===== config.mk =====
export PLATFORM = sky130hd
export DESIGN_NAME = uart_receive_path
export DESIGN_NICKNAME = d
export VERILOG_FILES = /design/src/uart_rx_pkg.sv /design/src/rx_sampler.sv /design/src/rx_buffer.sv /design/src/uart_receive_path.sv
export SDC_FILE = /design/constraint.sdc
export NUM_CORES = 1
export LEC_CHECK = 0
export CAP_MARGIN = 20
export CORE_AREA = 2 2 137 139
export CTS_CLUSTER_DIAMETER = 30
export CTS_CLUSTER_SIZE = 16
export DETAILED_ROUTE_END_ITERATION = 16
export DIE_AREA = 0 0 139 141
export DONT_BUFFER_PORTS = 1
export HOLD_SLACK_MARGIN = 0.06
export PLACE_DENSITY = 0.53
export SYNTH_ARGS = -nofsm -noshare
export SYNTH_HDL_FRONTEND = slang
export SYNTH_SLANG_ARGS = --single-unit
export TNS_END_PERCENT = 10

===== constraint.sdc =====
create_clock -name hclk -period 3.9 [get_ports hclk]
set_input_delay 0.78 -clock hclk [delete_from_list [all_inputs] [get_ports hclk]]
set_output_delay 0.78 -clock hclk [all_outputs]
set_load 0.05 [all_outputs]

===== src/uart_rx_pkg.sv =====
// constants, types and helpers shared by the receive path
// Notes on behaviour
// - complete flag is one while the buffer holds an unread character, else zero
// - dropping the receiver enable empties the buffer and clears the complete flag
// - with its enable set, the interrupt request follows the complete flag and global enable
// - error flags travel with their character; status shows the oldest unread entry
// - status writes never touch the error flags; error flags raise no interrupt
// - framing error flag is one when the first stop bit was received low
// - only the first stop bit is examined, whatever the stop-bit count setting
// - overrun is marked when buffer is full, shift register holds one, new start seen
// - overrun mark clears when a character moves from shift register into buffer
// - with parity checking off the parity error flag reads zero
// - checker runs only with the upper parity bit set; lower bit picks odd or even
// - checker compares data parity with the parity bit and stores the result with data
// - parity error shows for the oldest unread character checked with parity on
// - dropping the enable stops reception at once and releases the receive pin
// - the line is sampled 16 times per bit, or 8 times in double speed
// - start detection begins on a high-to-low edge; first low sample is sample one
// - start bit is judged by samples 8, 9, 10, or 4, 5, 6 in double speed
// - two or more high voting samples reject the start bit and watching resumes
// - each valid start bit realigns the bit sampling phase
// - every data and parity bit and the first stop bit takes the majority of its three centre samples
// - data bits above the character size read as zero
// - a ninth data bit is stored per entry and shown in the second control register
package uart_rx_pkg;

   // byte addresses on the bus
   localparam logic [7:0] ADDR_DATA = 8'h00;
   localparam logic [7:0] ADDR_CSA = 8'h04;
   localparam logic [7:0] ADDR_CSB = 8'h08;
   localparam logic [7:0] ADDR_CSC = 8'h0C;
   localparam logic [7:0] ADDR_BAUD = 8'h10;

   // first status register bits
   localparam int CSA_RXC = 7;
   localparam int CSA_FE = 4;
   localparam int CSA_DOR = 3;
   localparam int CSA_PE = 2;
   localparam int CSA_DSEL = 1;
   // second control register bits
   localparam int CSB_RX_COMPLETE_IRQ_ENABLE = 7;
   localparam int CSB_RECEIVER_ENABLE = 4;
   localparam int CSB_SIZE2 = 2;
   localparam int CSB_NINTH = 1;
   // third control register bits
   localparam int CSC_PEN = 5;
   localparam int CSC_PODD = 4;
   localparam int CSC_STOP = 3;
   localparam int CSC_SIZE_LO = 1;

   // reset values and the nine-bit size code
   localparam logic [2:0] SIZE_RESET = 3'h3;
   localparam logic [11:0] BAUD_RESET = 12'h000;
   localparam logic [2:0] SIZE_NINE = 3'h7;

   // oversampling figures
   localparam logic [4:0] SAMPLES_NORMAL = 5'h10;
   localparam logic [4:0] SAMPLES_DOUBLE = 5'h08;
   localparam logic [4:0] VOTE_NORMAL = 5'h08;
   localparam logic [4:0] VOTE_DOUBLE = 5'h04;
   localparam logic [4:0] VOTE_SPAN = 5'h02;
   localparam logic [1:0] VOTE_MAJORITY = 2'h2;

   typedef struct packed {
      logic [8:0] data;
      logic framing_err;
      logic parity_err;
   } frame_t;

   typedef struct packed {
      logic [8:0] data;
      logic framing_err;
      logic overrun;
      logic parity_err;
   } entry_t;

   // number of data bits for a size code, 5 to 9
   function automatic logic [3:0] data_bit_count(input logic [2:0] size);
      logic [3:0] n;
      n = 4'h8;
      if (size == SIZE_NINE) begin
         n = 4'h9;
      end else if (size < 3'h4) begin
         n = {2'b01, size[1:0]} + 4'h1;
      end
      return n;
   endfunction : data_bit_count

   // keeps only the configured number of data bits
   function automatic logic [8:0] size_mask(input logic [2:0] size);
      logic [8:0] m;
      m = 9'h1FF >> (4'h9 - data_bit_count(size));
      return m;
   endfunction : size_mask

endpackage : uart_rx_pkg


===== src/rx_sampler.sv =====
// oversampling start detection and bit recovery
`timescale 1ns/10ps
module rx_sampler
   import uart_rx_pkg::*;
(
   // clock and reset
   input wire logic hclk,
   input wire logic hresetn,
   // configuration
   input wire logic enable,
   input wire logic double_speed,
   input wire logic [3:0] nbits,
   input wire logic parity_en,
   input wire logic parity_odd,
   // sample tick and synchronised line
   input wire logic tick,
   input wire logic rxd,
   // results
   output logic start_ok,
   output logic frame_valid,
   output frame_t frame
);

   typedef enum logic [2:0] {IDLE, START, DATA, PARITY, STOP} phase_t;

   typedef struct packed {
      phase_t phase;
      logic prev;
      logic [4:0] cnt;
      logic [1:0] highs;
      logic [3:0] bitidx;
      logic [8:0] shift;
      logic par_acc;
      logic par_bit;
      logic start_ok;
      logic frame_valid;
      frame_t frame;
   } samp_state_t;

   samp_state_t r_reg;
   samp_state_t r_next;

   always_comb begin
      logic [4:0] nc;
      logic [4:0] per_bit;
      logic [4:0] vfirst;
      logic [1:0] h;
      logic bitv;
      logic decide;
      nc = r_reg.cnt + 5'h1;
      per_bit = double_speed ? SAMPLES_DOUBLE : SAMPLES_NORMAL;
      vfirst = double_speed ? VOTE_DOUBLE : VOTE_NORMAL;
      h = r_reg.highs;
      bitv = 1'b0;
      decide = 1'b0;
      r_next = r_reg;
      r_next.start_ok = 1'b0;
      r_next.frame_valid = 1'b0;
      if (tick && r_reg.phase != IDLE) begin
         r_next.cnt = nc;
         if (nc >= vfirst && nc <= vfirst + VOTE_SPAN) begin
            h = r_reg.highs + {1'b0, rxd};
            r_next.highs = h;
         end
         decide = (nc == vfirst + VOTE_SPAN);
         bitv = (h >= VOTE_MAJORITY);
      end
      if (tick) begin
         unique case (r_reg.phase)
            IDLE: begin
               r_next.prev = rxd;
               if (r_reg.prev && !rxd) begin
                  r_next.phase = START;
                  r_next.cnt = 5'h1;
                  r_next.highs = 2'h0;
                  r_next.shift = 9'h000;
                  r_next.par_acc = 1'b0;
               end
            end
            START: begin
               if (decide && bitv) begin
                  r_next.phase = IDLE;
                  r_next.prev = rxd;
               end else if (decide) begin
                  r_next.start_ok = 1'b1;
               end
               if (nc == per_bit) begin
                  r_next.phase = DATA;
                  r_next.cnt = 5'h0;
                  r_next.highs = 2'h0;
                  r_next.bitidx = 4'h0;
               end
            end
            DATA: begin
               if (decide) begin
                  r_next.shift[r_reg.bitidx] = bitv;
                  r_next.par_acc = r_reg.par_acc ^ bitv;
               end
               if (nc == per_bit) begin
                  r_next.cnt = 5'h0;
                  r_next.highs = 2'h0;
                  if (r_reg.bitidx == nbits - 4'h1) begin
                     r_next.phase = parity_en ? PARITY : STOP;
                  end else begin
                     r_next.bitidx = r_reg.bitidx + 4'h1;
                  end
               end
            end
            PARITY: begin
               if (decide) begin
                  r_next.par_bit = bitv;
               end
               if (nc == per_bit) begin
                  r_next.phase = STOP;
                  r_next.cnt = 5'h0;
                  r_next.highs = 2'h0;
               end
            end
            STOP: begin
               // frame ends at the first stop bit's vote so a new start may follow
               if (decide) begin
                  r_next.phase = IDLE;
                  r_next.prev = rxd;
                  r_next.frame_valid = 1'b1;
                  r_next.frame.data = r_reg.shift;
                  r_next.frame.framing_err = !bitv;
                  r_next.frame.parity_err = parity_en &&
                     (r_reg.par_acc ^ r_reg.par_bit ^ parity_odd);
               end
            end
         endcase
      end
      if (!enable) begin
         r_next.phase = IDLE;
         r_next.prev = 1'b0;
         r_next.start_ok = 1'b0;
         r_next.frame_valid = 1'b0;
      end
   end

   always_ff @(posedge hclk or negedge hresetn) begin
      if (!hresetn) begin
         r_reg <= '0;
      end else begin
         r_reg <= r_next;
      end
   end

   assign start_ok = r_reg.start_ok;
   assign frame_valid = r_reg.frame_valid;
   assign frame = r_reg.frame;

endmodule : rx_sampler


===== src/rx_buffer.sv =====
// two-entry receive buffer holding each character with its status
`timescale 1ns/10ps
module rx_buffer
   import uart_rx_pkg::*;
(
   // clock and reset
   input wire logic hclk,
   input wire logic hresetn,
   // control
   input wire logic flush,
   input wire logic push,
   input entry_t push_entry,
   input wire logic pop,
   // state
   output entry_t head,
   output logic [1:0] count
);

   typedef struct packed {
      entry_t [1:0] mem;
      logic rd;
      logic [1:0] count;
   } buf_state_t;

   buf_state_t r_reg;
   buf_state_t r_next;

   always_comb begin
      logic do_pop;
      logic do_push;
      logic wr;
      do_pop = pop && (r_reg.count != 2'h0);
      do_push = push && (r_reg.count != 2'h2 || do_pop);
      // tail slot; when full it is only written through a pop that frees the head
      wr = r_reg.rd ^ r_reg.count[0];
      r_next = r_reg;
      if (do_push) begin
         r_next.mem[wr] = push_entry;
      end
      if (do_pop) begin
         r_next.rd = !r_reg.rd;
      end
      r_next.count = r_reg.count + {1'b0, do_push} - {1'b0, do_pop};
      if (flush) begin
         r_next.count = 2'h0;
         r_next.rd = 1'b0;
      end
   end

   always_ff @(posedge hclk or negedge hresetn) begin
      if (!hresetn) begin
         r_reg <= '0;
      end else begin
         r_reg <= r_next;
      end
   end

   assign head = r_reg.mem[r_reg.rd];
   assign count = r_reg.count;

endmodule : rx_buffer


===== src/uart_receive_path.sv =====
// receive path top: bus slave, sample tick, line sync, overrun and holding logic
//
// Decided for this implementation: the address map and the AHB-Lite interface to the registers.
`timescale 1ns/10ps
module uart_receive_path
   import uart_rx_pkg::*;
(
   // clock and reset
   input wire logic hclk,
   input wire logic hresetn,
   // ahb-lite slave
   input wire logic hsel,
   input wire logic [7:0] haddr,
   input wire logic [1:0] htrans,
   input wire logic hwrite,
   input wire logic [2:0] hsize,
   input wire logic [31:0] hwdata,
   input wire logic hready,
   output logic [31:0] hrdata,
   output logic hreadyout,
   output logic hresp,
   // serial line and pin control
   input wire logic rxd_pin,
   output logic rxd_override,
   // interrupt
   input wire logic global_irq_enable,
   output logic rx_irq
);

   typedef struct packed {
      logic rxd_meta;
      logic rxd_sync;
      logic double_speed_select;
      logic rx_complete_irq_enable;
      logic receiver_enable;
      logic [2:0] char_size_select;
      logic parity_enable_bit;
      logic parity_odd_select;
      logic stop_bit_count_select;
      logic [11:0] baud_div;
      logic [11:0] baud_cnt;
      logic tick;
      logic ap_valid;
      logic ap_write;
      logic [7:0] ap_addr;
      logic [31:0] hrdata;
      logic pend_valid;
      entry_t pend;
      logic ovr;
   } top_state_t;

   top_state_t r_reg;
   top_state_t r_next;

   logic start_ok;
   logic frame_valid;
   frame_t frame;
   entry_t head;
   logic [1:0] count;
   logic push;
   entry_t push_entry;
   logic pop;
   logic rx_complete_flag;
   logic buf_full;

   assign rx_complete_flag = (count != 2'h0);
   assign buf_full = (count == 2'h2);

   rx_sampler u_sampler (
      .hclk(hclk),
      .hresetn(hresetn),
      .enable(r_reg.receiver_enable),
      .double_speed(r_reg.double_speed_select),
      .nbits(data_bit_count(r_reg.char_size_select)),
      .parity_en(r_reg.parity_enable_bit),
      .parity_odd(r_reg.parity_odd_select),
      .tick(r_reg.tick),
      .rxd(r_reg.rxd_sync),
      .start_ok(start_ok),
      .frame_valid(frame_valid),
      .frame(frame)
   );

   rx_buffer u_buffer (
      .hclk(hclk),
      .hresetn(hresetn),
      .flush(!r_reg.receiver_enable),
      .push(push),
      .push_entry(push_entry),
      .pop(pop),
      .head(head),
      .count(count)
   );

   always_comb begin
      logic take;
      logic [31:0] rd;
      logic [8:0] shown;
      logic ovr_set;
      entry_t incoming;
      take = hsel && htrans[1] && hready;
      ovr_set = start_ok && buf_full && r_reg.pend_valid;
      rd = 32'h0000_0000;
      shown = head.data & size_mask(r_reg.char_size_select);
      incoming = '{data: frame.data, framing_err: frame.framing_err,
                   overrun: r_reg.ovr, parity_err: frame.parity_err};
      r_next = r_reg;
      push = 1'b0;
      push_entry = incoming;
      pop = 1'b0;

      // two flops before anything looks at the line
      r_next.rxd_meta = rxd_pin;
      r_next.rxd_sync = r_reg.rxd_meta;

      // sample tick: one pulse every baud_div + 1 clocks
      r_next.tick = 1'b0;
      if (r_reg.baud_cnt == 12'h000) begin
         r_next.baud_cnt = r_reg.baud_div;
         r_next.tick = 1'b1;
      end else begin
         r_next.baud_cnt = r_reg.baud_cnt - 12'h001;
      end

      // address phase; read data is captured here so a data read pops at once
      r_next.ap_valid = take;
      r_next.ap_write = hwrite;
      r_next.ap_addr = haddr;
      if (take && !hwrite) begin
         unique case (haddr)
            ADDR_DATA: begin
               rd[7:0] = shown[7:0];
               pop = rx_complete_flag;
            end
            ADDR_CSA: begin
               rd[CSA_RXC] = rx_complete_flag;
               if (rx_complete_flag) begin
                  rd[CSA_FE] = head.framing_err;
                  rd[CSA_DOR] = head.overrun;
                  rd[CSA_PE] = head.parity_err && r_reg.parity_enable_bit;
               end
               rd[CSA_DSEL] = r_reg.double_speed_select;
            end
            ADDR_CSB: begin
               rd[CSB_RX_COMPLETE_IRQ_ENABLE] = r_reg.rx_complete_irq_enable;
               rd[CSB_RECEIVER_ENABLE] = r_reg.receiver_enable;
               rd[CSB_SIZE2] = r_reg.char_size_select[2];
               rd[CSB_NINTH] = rx_complete_flag && shown[8];
            end
            ADDR_CSC: begin
               rd[CSC_PEN] = r_reg.parity_enable_bit;
               rd[CSC_PODD] = r_reg.parity_odd_select;
               rd[CSC_STOP] = r_reg.stop_bit_count_select;
               rd[CSC_SIZE_LO +: 2] = r_reg.char_size_select[1:0];
            end
            ADDR_BAUD: begin
               rd[11:0] = r_reg.baud_div;
            end
            default: begin
               rd = 32'h0000_0000;
            end
         endcase
         r_next.hrdata = rd;
      end

      // data phase of a write
      if (r_reg.ap_valid && r_reg.ap_write) begin
         unique case (r_reg.ap_addr)
            ADDR_CSA: begin
               // error flags live in the buffer and are not writable
               r_next.double_speed_select = hwdata[CSA_DSEL];
            end
            ADDR_CSB: begin
               r_next.rx_complete_irq_enable = hwdata[CSB_RX_COMPLETE_IRQ_ENABLE];
               r_next.receiver_enable = hwdata[CSB_RECEIVER_ENABLE];
               r_next.char_size_select[2] = hwdata[CSB_SIZE2];
            end
            ADDR_CSC: begin
               r_next.parity_enable_bit = hwdata[CSC_PEN];
               r_next.parity_odd_select = hwdata[CSC_PODD];
               r_next.stop_bit_count_select = hwdata[CSC_STOP];
               r_next.char_size_select[1:0] = hwdata[CSC_SIZE_LO +: 2];
            end
            ADDR_BAUD: begin
               r_next.baud_div = hwdata[11:0];
            end
            default: begin
               r_next.baud_div = r_reg.baud_div;
            end
         endcase
      end

      // the held character moves first; a frame finishing meanwhile is held
      if (r_reg.pend_valid && (!buf_full || pop)) begin
         push = 1'b1;
         push_entry = r_reg.pend;
         push_entry.overrun = r_reg.ovr;
         r_next.pend_valid = frame_valid;
         r_next.pend = incoming;
      end else if (frame_valid && !r_reg.pend_valid && (!buf_full || pop)) begin
         push = 1'b1;
      end else if (frame_valid && !r_reg.pend_valid) begin
         r_next.pend_valid = 1'b1;
         r_next.pend = incoming;
      end
      // a frame arriving while one is already held is lost; the overrun marks it
      r_next.ovr = (r_reg.ovr && !push) || ovr_set;

      if (!r_reg.receiver_enable) begin
         r_next.pend_valid = 1'b0;
         r_next.ovr = 1'b0;
         push = 1'b0;
         pop = 1'b0;
      end
   end

   always_ff @(posedge hclk or negedge hresetn) begin
      if (!hresetn) begin
         r_reg <= '0;
         r_reg.rxd_meta <= 1'b1;
         r_reg.rxd_sync <= 1'b1;
         r_reg.char_size_select <= SIZE_RESET;
         r_reg.baud_div <= BAUD_RESET;
      end else begin
         r_reg <= r_next;
      end
   end

   assign hrdata = r_reg.hrdata;
   assign hreadyout = 1'b1;
   assign hresp = 1'b0;
   assign rxd_override = r_reg.receiver_enable;
   // error flags do not take part in the request
   assign rx_irq = r_reg.rx_complete_irq_enable && rx_complete_flag
      && global_irq_enable;

endmodule : uart_receive_path


==> metrics.yaml <==
critical_path:
  r2r-end: "u_sampler.r_reg[26]"
  crit_path_end: "u_sampler.r_reg[26]"
  startpoint: "r_reg[84]"
  worstPathMaxFanout: 6
  rr_worst_depth: 10
  cp.required_ps: 4230
  crit_type: "register to register"
  crit_path_end_kind: "register"
  worst_setup_path_start_kind: "register"
  worst_ep_arrival_time_ps: 3650
  reg2reg_from: "r_reg[84]"
  timing.reg2reg.setup_slack_ps: 570
clocking:
  clk-insertion-delay-late_ps: 440
  cts-root-buf: "clkbuf_16"
  path_clk_slew_ps: 60
  numCtsBuffers: 17
  cts.sinks: 137
  cts_buffer_depth: 2
  ctsResizeCount: 0
  cts_tree: "yes"
  htreeDepth: 4
  ctsHoldBuffers: 1
  post_cts_buffers: 0
synth:
  synth_top_cell_by_area: "dfrtp_1"
  synth.top_cell.area_share_pct: 46.46
  synth.most_common_cell: "dfrtp_1"
  avgSynthCellArea_sq_um: 10.43
  ys_seq_area_share_pct: 47.93
  synth_edf_count: 0
  ys_ff_latch: 137
  yosys_warnings: 0
  synthTopCellsByArea: "dfrtp_1 (46%), mux2_2 (5.7%), mux2i_1 (4.3%)"
  netlist_area_sq_um: 7163
  netlist_instances: 687
  synth_cell_types: 61
  synthTopCellsByCount: "dfrtp_1 (133), nor2_1 (62), nand2_1 (55)"
  synth_flop_cell: "dfrtp_1"
  synthArstFlopShare_pct: 100.0
routing:
  via_per_inst: 5.263
  drc: 0
  wirelength_um: 15630
  drtIter0Drc: 343
  detail_route.first_pass.iterations: 5
  num_vias: 4842
  ant_nets: 0
  wl_per_cell_um: 16.98
timing:
  clock.fmax_ghz: 0.3005
  worst_pin_slew_ps: 891.7
  rsz0062_at_grt: "false"
  slew_viol_final: 0
  maxSlewHeadroom_pct: 40.33
  setup_viol: 0
  hold_viol_final: 0
  tns_ps: 0
  period_needed_ps: 3328
  fin_crit_sh_pct: 85.33
  fin_worst_skew_ps: 31.39
  whs_ps: 183.3
hold_path:
  hp-class: "input pin to asynchronous set/reset pin"
power_and_ir_drop:
  power_leakage_nw: 3.558
  power_density_nw_per_um2: 530.6
  finalPower_mw: 4.140
  vdd_drop_max_mv: 0.3176
die:
  start_util_pct: 39.21
  die_h_um: 141
  core-area_sq_um: 18270
  ioPinCount: 88
  rows: 50
  die_area_sq_um: 19600
  die_w_um: 139
cells_and_area:
  largest_reg_flops: 57
  nets: 748
  diodes: 0
  area_growth_pct: 8.926
  final_core_util_pct: 42.71
  layout-drive-gt1-share_pct: 14.72
  final_cell_area_sq_um: 7802
  fill_cells: 1767
placed_design:
  dp_hpwl_um: 10950
  globalplace.congestion: 0.7676
  placed_area_sq_um: 7228
  io_buffers: 0
global_routing:
  grt_overflow_total: 0
  grt_antenna_before_repair: 0
  grt_usage_pct: 16.45
  grt_pass1_vias: 4732
  grt_pass1_wl_um: 25110
  grt_max_degree: 134
run_status:
  status: "finished clean"
job:
  drv_cap: 0
-- cell type report --
type | instances | area (sq um) | area share (%)
clock buffers | 20 | 446.7 | 5.725
multi-input cells | 490 | 3371 | 43.20
clock inverters | 11 | 100.1 | 1.283
flip-flops and latches | 137 | 3433 | 44.00
well taps | 234 | 292.8 | 3.752
inverters | 19 | 71.32 | 0.9140
repair buffers | 9 | 87.58 | 1.123
-- cell families (layout without fill, tap and decap cells) --
| logic type | after synthesis | after routing | synth area share [%] |
|---|---|---|---|
| other cells | 2 | 22 | 0.1048 |
| flops | 137 | 137 | 47.93 |
| fa+ha+maj | 22 | 22 | 3.843 |
| mux | 77 | 77 | 12.09 |
| compound gates | 116 | 116 | 10.24 |
| xor+xnor | 27 | 27 | 3.493 |
| simple gates | 226 | 226 | 16.09 |
| buf+inv | 80 | 59 | 6.218 |
-- routing by layer --
metal,global-route usage [%],routed length [um],vias to the layer above
met5,0,0,-
met4,6.114,193,0
met3,3.736,591,15
met2,27.35,7624,104
met1,21.10,7217,2391
li1,-,-,2332
-- how the worst min path moves through the flow --
stage | startpoint | endpoint | slack [ps] | cells after the start
after floorplan | r_next[90] | r_reg[90] | 350 | 0
after global placement | r_next[90] | r_reg[90] | 350 | 0
after detailed placement | r_next[90] | r_reg[90] | 350 | 0
after CTS | hresetn | r_reg[90] | 170 | 0
after global routing | hresetn | r_reg[90] | 170 | 0
final | hresetn | r_reg[90] | 180 | 0
-- power breakdown --
part / internal [mW] / switching [mW]
clock network: 0.888 / 0.617
logic: 0.322 / 0.436
registers: 1.66 / 0.212
-- cell usage in the layout (no fill, tap or decap), types with 9 or more instances in the layout --
master	instances
dfrtp_1	133
nor2_1	62
nand2_1	55
a21oi_1	39
mux2_2	36
mux2i_1	31
o21ai_0	27
nand3_1	22
ha_1	22
conb_1	22
inv_1	19
xnor2_1	18
clkbuf_16	17
nor3_1	14
nand2b_1	12
o31ai_1	10
mux2_4	10
nor2b_1	9
nand3b_1	9
-- metrics by stage --
| step | instances | setup slack [ps] |
|---|---|---|
| floorplan | 707 | 836.1 |
| global placement | 888 | 662.3 |
| detailed placement | 888 | 593.9 |
| CTS | 920 | 567.2 |
| global route | 920 | 230.1 |
| finish | 920 | 572.1 |
-- critical path, cell delays in order, from the launching register on --
cell and delay (ps):
dfstp_2 590, ha_1 140, nor2b_1 290, inv_1 160
ha_1 260, or2_2 270, a21oi_1 210, nor3_1 100
o311ai_0 790, nor3b_1 120, a221o_1 280
Power figures use the tool's default switching activity.
